$ cat config.mk
export PLATFORM = sky130hd
export DESIGN_NAME = uhif_top
export DESIGN_NICKNAME = d
export VERILOG_FILES = /design/src/inc/uhif_pkg.sv /design/src/hw/uhif_flag_bit.sv /design/src/hw/uhif_top.sv
export SDC_FILE = /design/constraint.sdc
export NUM_CORES = 1
export LEC_CHECK = 0
export ABC_AREA = 1
export BUFFER_PORTS_ARGS = -buffer_cell sky130_fd_sc_hd__buf_2
export CAP_MARGIN = 40
export CORE_MARGIN = 4
export CORE_UTILIZATION = 30
export DETAILED_ROUTE_END_ITERATION = 12
export HOLD_SLACK_MARGIN = 0.02
export PLACE_DENSITY = 0.7
export SETUP_SLACK_MARGIN = 0.5
export SYNTH_ARGS = -nofsm -noshare
export SYNTH_HDL_FRONTEND = slang
export SYNTH_HIERARCHICAL = 1
export SYNTH_SLANG_ARGS = --single-unit
$ cat constraint.sdc
create_clock -name pclk -period 2.05 [get_ports pclk]
set_input_delay 0.205 -clock pclk [delete_from_list [all_inputs] [get_ports pclk]]
set_output_delay 0.205 -clock pclk [all_outputs]
set_load 0.02 [all_outputs]
$ cat src/inc/uhif_pkg.sv
/*
  Constants for the host-side interrupt flag block of a USB host controller:
  register offsets, bit positions, masks and reset values.
  Assumes an APB slave with 32-bit data and byte addresses on paddr.
*/
// Behaviour
// - interrupt only from flags whose enable is set
// - writing zero clears a flag, one ignored
// - read-modify-write reads listed flags as one
// - cancelled token sets cancel flag bit7
// - cancel flag never raises the interrupt
// - wake-up end sets bit5, interrupts if enabled
// - bus reset end sets bit4, interrupts if enabled
// - token completion sets bit3, interrupts if enabled
// - cancelled token never sets completion flag
// - attach sets bit2 in any mode, interrupts if enabled
// - detach sets bit1 in any mode, interrupts if enabled
// - frame start sets bit0, interrupts if enabled
// - flags reset; soft reset spares attach and detach
// - token in end-of-frame window cancelled when enabled
`default_nettype none

package uhif_pkg;

  // ==========================================================
  // bus
  localparam int unsigned UHIF_AW = 8;
  localparam int unsigned UHIF_DW = 32;
  localparam int unsigned UHIF_SW = 4;

  localparam logic [7:0] UHIF_ADDR_FLAGS = 8'h00;
  localparam logic [7:0] UHIF_ADDR_CTL0  = 8'h04;
  localparam logic [7:0] UHIF_ADDR_CTL1  = 8'h08;
  localparam logic [7:0] UHIF_ADDR_CORE  = 8'h0C;

  localparam logic [3:0] UHIF_STRB_BYTE0 = 4'h1;

  // ==========================================================
  // flag register layout
  localparam int unsigned UHIF_FW         = 8;
  localparam int unsigned UHIF_BIT_CANCEL = 7;
  localparam int unsigned UHIF_BIT_RSVD   = 6;
  localparam int unsigned UHIF_BIT_WAKE   = 5;
  localparam int unsigned UHIF_BIT_BRST   = 4;
  localparam int unsigned UHIF_BIT_DONE   = 3;
  localparam int unsigned UHIF_BIT_ATT    = 2;
  localparam int unsigned UHIF_BIT_DET    = 1;
  localparam int unsigned UHIF_BIT_SOF    = 0;

  localparam logic [7:0] UHIF_FLAGS_RST     = 8'h00;
  localparam logic [7:0] UHIF_INT_MASK      = 8'h3F;
  localparam logic [7:0] UHIF_RMW_ONES_MASK = 8'hB7;
  localparam logic [7:0] UHIF_SRST_KEEP     = 8'h06;

  // ==========================================================
  // control registers
  localparam logic [7:0] UHIF_EN_RST          = 8'h00;
  localparam int unsigned UHIF_BIT_CANCEL_EN  = 0;
  localparam int unsigned UHIF_BIT_SOFT_RST   = 0;

endpackage

`default_nettype wire

$ cat src/hw/uhif_flag_bit.sv
/*
  One sticky flag bit: set by a hardware event, cleared by a software
  write of zero or by the controller soft reset unless kept.
  Assumes all inputs come from logic on pclk.
*/
`default_nettype none

module uhif_flag_bit #(
  parameter bit KEEP_ON_SRST = 1'b0
) (
  input  wire logic pclk,
  input  wire logic presetn,
  input  wire logic set_ev,
  input  wire logic wr_clear,
  input  wire logic soft_rst,
  output logic      flag
);

  typedef struct packed {
    logic flag;
  } uhif_flag_state_s;

  uhif_flag_state_s st_reg;
  uhif_flag_state_s st_next;

  // ==========================================================
  // next state: an event in the clearing cycle wins
  always_comb begin
    st_next = st_reg;
    if (set_ev) begin
      st_next.flag = 1'b1;
    end else if (wr_clear || (soft_rst && !KEEP_ON_SRST)) begin
      st_next.flag = 1'b0;
    end
  end

  always_ff @(posedge pclk or negedge presetn) begin
    if (!presetn) begin
      st_reg <= '0;
    end else begin
      st_reg <= st_next;
    end
  end

  assign flag = st_reg.flag;

endmodule

`default_nettype wire

$ cat src/hw/uhif_top.sv
/*
  Host interrupt flag block: seven sticky host event flags behind APB,
  interrupt enables for all but the cancel flag, the token cancel enable, the soft reset
  level and a level interrupt output.
  Assumes events are one-cycle pulses from the controller on pclk and
  that the bus fabric raises prmw during the read of a read-modify-write.
*/
`default_nettype none

module uhif_top
  import uhif_pkg::*;
(
  input  wire logic               pclk,
  input  wire logic               presetn,
  input  wire logic               psel,
  input  wire logic               penable,
  input  wire logic               pwrite,
  input  wire logic [UHIF_AW-1:0] paddr,
  input  wire logic [UHIF_DW-1:0] pwdata,
  input  wire logic [UHIF_SW-1:0] pstrb,
  input  wire logic               prmw,
  output logic      [UHIF_DW-1:0] prdata,
  output logic                    pready,
  output logic                    pslverr,
  input  wire logic               ev_wakeup_end,
  input  wire logic               ev_bus_reset_end,
  input  wire logic               ev_token_done,
  input  wire logic               ev_attach,
  input  wire logic               ev_detach,
  input  wire logic               ev_frame_start,
  input  wire logic               token_req,
  input  wire logic               eof_window,
  output logic                    token_go,
  output logic                    core_soft_rst,
  output logic                    host_irq
);

  // ==========================================================
  // state
  typedef struct packed {
    logic [UHIF_DW-1:0] prdata;
    logic               pready;
    logic               pslverr;
    logic [UHIF_FW-1:0] int_en;
    logic               cancel_en;
    logic               soft_rst;
    logic               irq;
    logic               token_go;
  } uhif_top_state_s;

  uhif_top_state_s st_reg;
  uhif_top_state_s st_next;

  logic [UHIF_FW-1:0] flags;
  logic [UHIF_FW-1:0] ev_vec;
  logic [UHIF_FW-1:0] clr_vec;
  logic               setup_ph;
  logic               wr_done;
  logic               cancel_now;
  logic               flags_wr;

  // ==========================================================
  // bus phases
  // requests are answered with zero wait states; pready is a flop set in
  // the setup cycle so the access phase completes at its first edge
  assign setup_ph = psel && !penable;
  assign wr_done  = psel && penable && st_reg.pready && pwrite;
  // a refused flag write (wrong byte lanes) leaves the flags alone
  assign flags_wr = wr_done && !st_reg.pslverr && (paddr == UHIF_ADDR_FLAGS);

  // ==========================================================
  // token cancel and events
  // a cancelled token is never sent, so it can never report completion
  assign cancel_now = token_req && st_reg.cancel_en && eof_window;

  always_comb begin
    ev_vec                  = '0;
    ev_vec[UHIF_BIT_CANCEL] = cancel_now;
    ev_vec[UHIF_BIT_WAKE]   = ev_wakeup_end;
    ev_vec[UHIF_BIT_BRST]   = ev_bus_reset_end;
    ev_vec[UHIF_BIT_DONE]   = ev_token_done && !cancel_now;
    ev_vec[UHIF_BIT_ATT]    = ev_attach;
    ev_vec[UHIF_BIT_DET]    = ev_detach;
    ev_vec[UHIF_BIT_SOF]    = ev_frame_start;
  end

  // zero in a written bit clears it, one leaves it
  assign clr_vec = flags_wr ? ~pwdata[UHIF_FW-1:0] : '0;

  // ==========================================================
  // flag bits
  genvar gi;
  generate
    for (gi = 0; gi < UHIF_FW; gi++) begin : g_flag
      if (gi == UHIF_BIT_RSVD) begin : g_rsvd
        assign flags[gi] = 1'b0;
      end else begin : g_impl
        uhif_flag_bit #(
          .KEEP_ON_SRST (UHIF_SRST_KEEP[gi])
        ) u_flag (
          .pclk     (pclk),
          .presetn  (presetn),
          .set_ev   (ev_vec[gi]),
          .wr_clear (clr_vec[gi]),
          .soft_rst (st_reg.soft_rst),
          .flag     (flags[gi])
        );
      end
    end
  endgenerate

  // ==========================================================
  // next state
  always_comb begin
    st_next          = st_reg;
    st_next.pready   = setup_ph;
    st_next.token_go = token_req && !cancel_now;
    // cancel flag has no enable and is masked out of the interrupt
    st_next.irq      = |(flags & st_reg.int_en & UHIF_INT_MASK);

    if (setup_ph) begin
      st_next.prdata  = '0;
      st_next.pslverr = 1'b0;
      if (paddr == UHIF_ADDR_FLAGS) begin
        if (pwrite && (pstrb != UHIF_STRB_BYTE0)) begin
          st_next.pslverr = 1'b1;
        end
        if (!pwrite && prmw) begin
          // read half of read-modify-write sees ones in the UHIF_RMW_ONES_MASK flags (all but bit3)
          // so the write back cannot clear one of those that was not meant to be touched
          st_next.prdata[UHIF_FW-1:0] = flags | UHIF_RMW_ONES_MASK;
        end else begin
          st_next.prdata[UHIF_FW-1:0] = flags;
        end
      end else if (paddr == UHIF_ADDR_CTL0) begin
        st_next.prdata[UHIF_FW-1:0] = st_reg.int_en;
      end else if (paddr == UHIF_ADDR_CTL1) begin
        st_next.prdata[UHIF_BIT_CANCEL_EN] = st_reg.cancel_en;
      end else if (paddr == UHIF_ADDR_CORE) begin
        st_next.prdata[UHIF_BIT_SOFT_RST] = st_reg.soft_rst;
      end else begin
        st_next.pslverr = 1'b1;
      end
    end else if (!psel) begin
      st_next.pslverr = 1'b0;
    end

    if (wr_done && !st_reg.pslverr) begin
      if (paddr == UHIF_ADDR_CTL0) begin
        st_next.int_en = pwdata[UHIF_FW-1:0] & UHIF_INT_MASK;
      end else if (paddr == UHIF_ADDR_CTL1) begin
        st_next.cancel_en = pwdata[UHIF_BIT_CANCEL_EN];
      end else if (paddr == UHIF_ADDR_CORE) begin
        st_next.soft_rst = pwdata[UHIF_BIT_SOFT_RST];
      end
    end
  end

  // ==========================================================
  // registers
  always_ff @(posedge pclk or negedge presetn) begin
    if (!presetn) begin
      st_reg           <= '0;
      st_reg.int_en    <= UHIF_EN_RST;
    end else begin
      st_reg <= st_next;
    end
  end

  assign prdata        = st_reg.prdata;
  assign pready        = st_reg.pready;
  assign pslverr       = st_reg.pslverr;
  assign token_go      = st_reg.token_go;
  assign core_soft_rst = st_reg.soft_rst;
  assign host_irq      = st_reg.irq;
endmodule

`default_nettype wire

==> impl_metrics.csv, run 1 <==
group,metric,value,unit
placement,gp_congestion,0.7835,
setup_path,reg2regPathDepth,5,
floorplan,core-area,0.005107,mm2
setup_path,crit_fanout,12,
cts,ctsRootBufferMaster,"clkbuf_8",
floorplan,die_w,80.61,um
global_route,overflow,0,
setup_path,r2r_start,"pslverr",
global_route,first_global_vias,1143,
global_route,grt_pass1_wl,4968,um
pwr,p_clk_share,37.4,%
floorplan,core.rowCount,26,
setup_path,cp-end-kind,"register",
setup_path,max_stage_delay,0.39,ns
cts,clock_sinks,26,
synth,async_flop_share,100.0,%
detailed_routing,vias,1253,
setup_path,crit_buf_inv,1,
sta,fin_crit_sh,67.98,%
layout,syn2layout_area_growth,14.72,%
setup_path,crit_chain,"inv_1 > nand3_1 > nor2_1 > and3_4 > o21ai_0",
setup_path,r2r_slack,0.66,ns
sta,rsz0062_at_grt,"no",
global_route,antenna_found_initial,0,
pwr,p_switching,0.2889,mW
cts,cts_buffer_depth,2,
cts,clk_transition_reported_paths,0.09,ns
floorplan,dieArea,0.006497,mm2
synth,synth_top_cells_by_count,"nand2_1 (42), buf_4 (32), nor2_1 (32)",
sta,tns,0,ns
setup_path,crit_end,"st_reg[8]",
synth,yosys_warnings,6,
synth,yosys.area.top_type_share,41.14,%
placement,portBuffers,44,
detailed_routing,first_pass_iters,4,
setup_path,cp_slowest_cell,"dfrtp_1",
synth,ys_ff_latch,26,
pwr,max-vdd-ir-drop,0.2306,mV
pwr,power_frac_comb,15.1,%
layout,final_area,0.001814,mm2
synth,synth_most_common_cell,"nand2_1",
sta,holdWs,0.1073,ns
detailed_routing,finalWirelength,3079,um
detailed_routing,wl_per_cell,9.592,um
pwr,p_leak,0.9993,nW
cts,htree_levels,1,
setup_path,critPathKind,"register to register",
cts,clock_latency,0.27,ns
cts,cts_tree,"yes",
min_path,hp-class,"primary input to register",
layout,final_layout_size_suffix_gt1_share,24.70,%
synth,yosys.area.top_type,"dfrtp_1",
synth,netlist_top_cells_area,"dfrtp_1 (41%), buf_4 (15%), nand2_1 (10%), nor2_1 (7.6%), inv_1 (7.1%)",
status,outcome,"finished, final reports clean",
synth,yosysUniqueCellTypes,19,
cts,post_cts_buffers,0,
setup_path,critPathRequiredTime,2.20,ns
layout,antenna_cells,0,
placement,post_dp_cell_area,0.001730,mm2
detailed_routing,ant_nets,0,
synth,synthFlopType,"dfrtp_1",
pwr,swShare,25.56,%
pwr,internal-power,0.8414,mW
sta,fin_worst_skew,0.009870,ns
setup_path,crit_family,"simple AND/OR/NAND/NOR gates",
placement,post-dp-hpwl,2570,um
synth,synth_area,0.001582,mm2
layout,nets,310,
sta,slew_headroom,63.53,%
global_route,grt_use_total,9.816,%
pwr,seqPwrFrac,47.5,%
floorplan,start_util,30.97,%
detailed_routing,initialDrtViolationCount,68,
synth,synthCells,210,
sta,hold_violations,0,
setup_path,worstReg2RegEnd,"st_reg[8]",
sta,drv_slew,0,
sta,max_freq,717.6,MHz
global_route,grt_max_degree,27,
sta,setup_violations,0,
sta,finalCriticalPeriod,1.393,ns
floorplan,io_pins,95,
setup_path,cp.arrival,1.55,ns
pwr,power.density,623.0,mW/mm2
floorplan,die_h,80.61,um
job,drv_cap,0,
sta,max_slew.worst_pin.slew,0.5471,ns
detailed_routing,drc_errors,0,
setup_path,crit_start,"pslverr",
setup_path,critPathLaunchType,"register",
synth,yosysSeqAreaShare,41.14,%
setup_path,path_depth,5,
detailed_routing,avgViaCountPerCell,3.903,
synth,synth_edf_count,0,
cts,cts_buffers,3,
synth,synth_area_per_cell,7.531,um2
==> how the worst min path moves through the flow <==
stage	cells past startpoint	from	to
floorplan	0	presetn	core_soft_rst
global placement	1	presetn	prdata[2]
detailed placement	1	presetn	prdata[2]
CTS	3	ev_frame_start	g_flag[0].g_impl.u_flag/flag
global route	3	ev_bus_reset_end	g_flag[4].g_impl.u_flag/flag
finish	3	ev_bus_reset_end	g_flag[4].g_impl.u_flag/flag
==> what timing repair did <==
item | 4_1_cts | 5_1_grt
endpoints found under the hold margin | 26 | 0
setup endpoints to repair | 0 | 1
hold buffers | 1 | 0
gates resized for setup | 0 | 1
==> tightest hold or removal path, delay by kind of cell <==
| kind | cells | cell delay (ns) |
|---|---|---|
| buffers and inverters | 2 | 0.10 |
| AND/OR/NAND/NOR | 1 | 0.05 |
==> layout make-up <==
cell class,instances,area (um2)
Fill cell,568,3293
Tap cell,70,87.58
Sequential cell,26,650.6
Timing Repair Buffer,47,245.2
Clock inverter,1,30.03
Multi-Input combinational cell,143,643.1
Inverter,31,116.4
Clock buffer,3,41.29
==> per-layer routing <==
metal / up-vias / global-route usage [%] / wire, um
li1: 674 / - / -
met1: 533 / 12.66 / 1383
met2: 41 / 15.48 / 1351
met3: 5 / 2.242 / 278
met4: 0 / 4.561 / 65
met5: - / 0 / 0
==> power groups by stage <==
| stage | Clock (mW) | Combinational (mW) | Sequential [mW] |
|---|---|---|---|
| floorplan | 0 | 0.148 | 0.551 |
| global placement | 0 | 0.168 | 0.547 |
| detailed placement | 0 | 0.170 | 0.548 |
| CTS | 0.433 | 0.172 | 0.537 |
| global route | 0.457 | 0.193 | 0.539 |
| finish | 0.422 | 0.171 | 0.537 |
==> cell usage in the layout, fill, tap and decap left out <==
cell type / n
dfrtp_1: 26
a31oi_1: 4
nand2_1: 41
nand2_2: 5
bufinv_16: 1
a221oi_1: 1
inv_2: 1
clkbuf_8: 3
nand3_1: 11
buf_2: 44
dlygate4sd3_1: 1
o21ai_0: 13
nor2_1: 32
conb_1: 25
o21ai_2: 4
nor3_4: 1
and3_4: 1
a21oi_1: 4
buf_4: 2
o211ai_1: 1
inv_1: 30
==> kinds of logic after synthesis <==
family,Yosys count,synth area share (%)
flip-flops,26,41.14
AND/OR/NAND/NOR,91,24.37
buffers and inverters,65,24.05
other,1,0.2371
AO/OA/AOI/OAI,27,10.21
==> through the flow <==
| step | std cells | util (%) | worst slack, ns | power, mW |
|---|---|---|---|---|
| after detailed placement | 316 | 33.88 | 0.6330 | 0.7181 |
| after floorplan | 234 | - | 0.7522 | 0.6993 |
| after CTS | 321 | 35.47 | 0.6356 | 1.142 |
| after global placement | 316 | 33.88 | 0.6527 | 0.7152 |
| after global routing | 321 | 35.52 | 0.5381 | 1.189 |
| final | 321 | 35.52 | 0.6565 | 1.130 |
Power figures use the tool's default switching activity.
==> inputs of run 2 (changes only) <==
Settings changed: PLACE_DENSITY 0.7 to 0.72.
Clock period 2.05 ns to 1.2 ns, I/O delays scaled along.
==> impl_metrics.csv, run 2 (same netlist as run 1, synthesis figures left out) <==
group,metric,value,unit
status,outcome,"complete, but fails checks",
status,violations,"negative hold slack, negative setup slack",
cts,cts_tree,"yes",
detailed_routing,ant_nets,0,
layout,final_area,0.002237,mm2
cts,cts_buffer_depth,2,
layout,fin_util,43.80,%
global_route,overflow,0,
floorplan,dieArea,0.006497,mm2
sta,layout_setup_ws,-0.01064,ns
sta,rsz0062_at_grt,"yes",
layout,nets,329,
setup_path,cp-end-kind,"register",
cts,clock_latency,0.28,ns
cts,cts_hold_buf,4,
layout,final_layout_size_suffix_gt1_share,42.59,%
placement,place_ws,-0.05166,ns
placement,portBuffers,44,
sta,finalCriticalPeriod,1.211,ns
pwr,seqPwrFrac,44.3,%
detailed_routing,initialDrtViolationCount,79,
detailed_routing,vias,1371,
detailed_routing,finalWirelength,3614,um
global_route,grt_use_total,10.98,%
global_route,first_global_vias,1296,
layout,antenna_cells,0,
pwr,p_switching,0.5577,mW
sta,fin_worst_skew,0.006411,ns
pwr,power_frac_comb,20.3,%
setup_path,cp.arrival,1.39,ns
placement,post-dp-hpwl,2679,um
global_route,antenna_found_initial,0,
sta,slew_headroom,60.56,%
floorplan,start_util,30.97,%
pwr,p_clk_share,35.4,%
floorplan,die_h,80.61,um
cts,clk_transition_reported_paths,0.09,ns
global_route,grt_busiest_layer,"met2",
pwr,max-vdd-ir-drop,0.4046,mV
job,drv_cap,0,
global_route,grt_pass1_wl,5526,um
floorplan,core.rowCount,26,
global_route,use_met2,18.46,%
sta,max_freq,826.0,MHz
pwr,p_leak,1.176,nW
sta,hold_violations,26,
cts,clock_sinks,26,
setup_path,critPathLaunchType,"register",
detailed_routing,first_pass_iters,4,
global_route,grt_max_degree,27,
sta,setup_violations,1,
floorplan,core-area,0.005107,mm2
cts,cts_buffers,3,
setup_path,critPathKind,"register to register",
floorplan,die_w,80.61,um
layout,syn2layout_area_growth,41.46,%
pwr,total_power,2.087,mW
floorplan,io_pins,95,
cts,ctsRootBufferMaster,"clkbuf_8",
setup_path,crit_fanout,7,
layout,final_common_cell,"nand2_1",
pwr,power.density,932.8,mW/mm2
placement,post_dp_cell_area,0.001817,mm2
placement,gp_congestion,0.8345,
setup_path,critPathRequiredTime,1.38,ns
pwr,swShare,26.72,%
detailed_routing,drc_errors,0,
cts,htree_levels,1,
detailed_routing,avgViaCountPerCell,4.032,
global_route,use_met3,3.139,%
min_path,hp-class,"primary input to asynchronous set/reset pin",
sta,holdWs,-0.1704,ns
sta,max_slew.worst_pin.slew,0.5916,ns
pwr,internal-power,1.529,mW
detailed_routing,wl_per_cell,10.63,um
global_route,gr-usage-met1,12.53,%
sta,fin_crit_sh,100.9,%
sta,drv_slew,0,
layout,final_cell_mix,"nand2_1 (32), buf_2 (30), inv_1 (26)",
## run 2: routing by layer
metal | up-vias | share of wire [%]
li1 | 710 | -
met1 | 614 | 41
met2 | 42 | 48
met3 | 5 | 8.7
met4 | 0 | 2.0
met5 | - | 0
## run 2: area by class of cell
cell class	count	area, um2
Clock buffer	3	41.29
Clock inverter	1	30.03
Fill cell	535	2870
Inverter	31	116.4
Multi-Input combinational cell	144	809.5
Sequential cell	26	654.4
Tap cell	70	87.58
Timing Repair Buffer	65	498.0
## run 2: critical path: stages, from the launching register on
cell and delay, ns:
dfrtp_2 0.41, inv_2 0.06, nand3_2 0.07, nor2_4 0.19, nand2_4 0.13, nor2_1 0.10
nor2_1 0.04, nand2_1 0.06, nand2_1 0.05
## run 2: path summary, 6_finish.rpt
check / from / to / slack, ns / cells after the start
max in group asynchronous: presetn / core_soft_rst / 0.94 / 1
hold reg to reg: g_flag[7].g_impl.u_flag/flag / g_flag[7].g_impl.u_flag/flag / 0.51 / 2
setup reg to reg: pslverr / g_flag[3].g_impl.u_flag/flag / -0.01 / 8
hold / removal: presetn / host_irq / -0.17 / 1
setup / recovery: pslverr / g_flag[3].g_impl.u_flag/flag / -0.01 / 8
min in group pclk: ev_bus_reset_end / g_flag[4].g_impl.u_flag/flag / 0.02 / 3
## run 2: repair_timing
item / CTS / global route
cloned: 1 / 0
resized for setup: 34 / 37
endpoints found under the hold margin: 30 / 26
pin swaps: 13 / 10
buffers inserted: 6 / 5
setup endpoints to repair: 37 / 37
## run 2: per-stage QoR
| step | std cells | TNS, ns |
|---|---|---|
| after floorplan | 234 | -0.1053 |
| after global placement | 320 | -0.2464 |
| after detailed placement | 320 | -0.3012 |
| after CTS | 335 | 0 |
| after global routing | 340 | -1.034 |
| final | 340 | -0.01064 |
## run 2: power by group through the flow
stage          combinational (mW)  sequential, mW  clock, mW
2_1_floorplan               0.265           0.942          0
3_3_place_gp                0.308           0.936          0
3_5_place_dp                0.313           0.938          0
4_1_cts                     0.380           0.924      0.757
5_1_grt                     0.462           0.929      0.797
6_report                    0.423           0.925      0.739
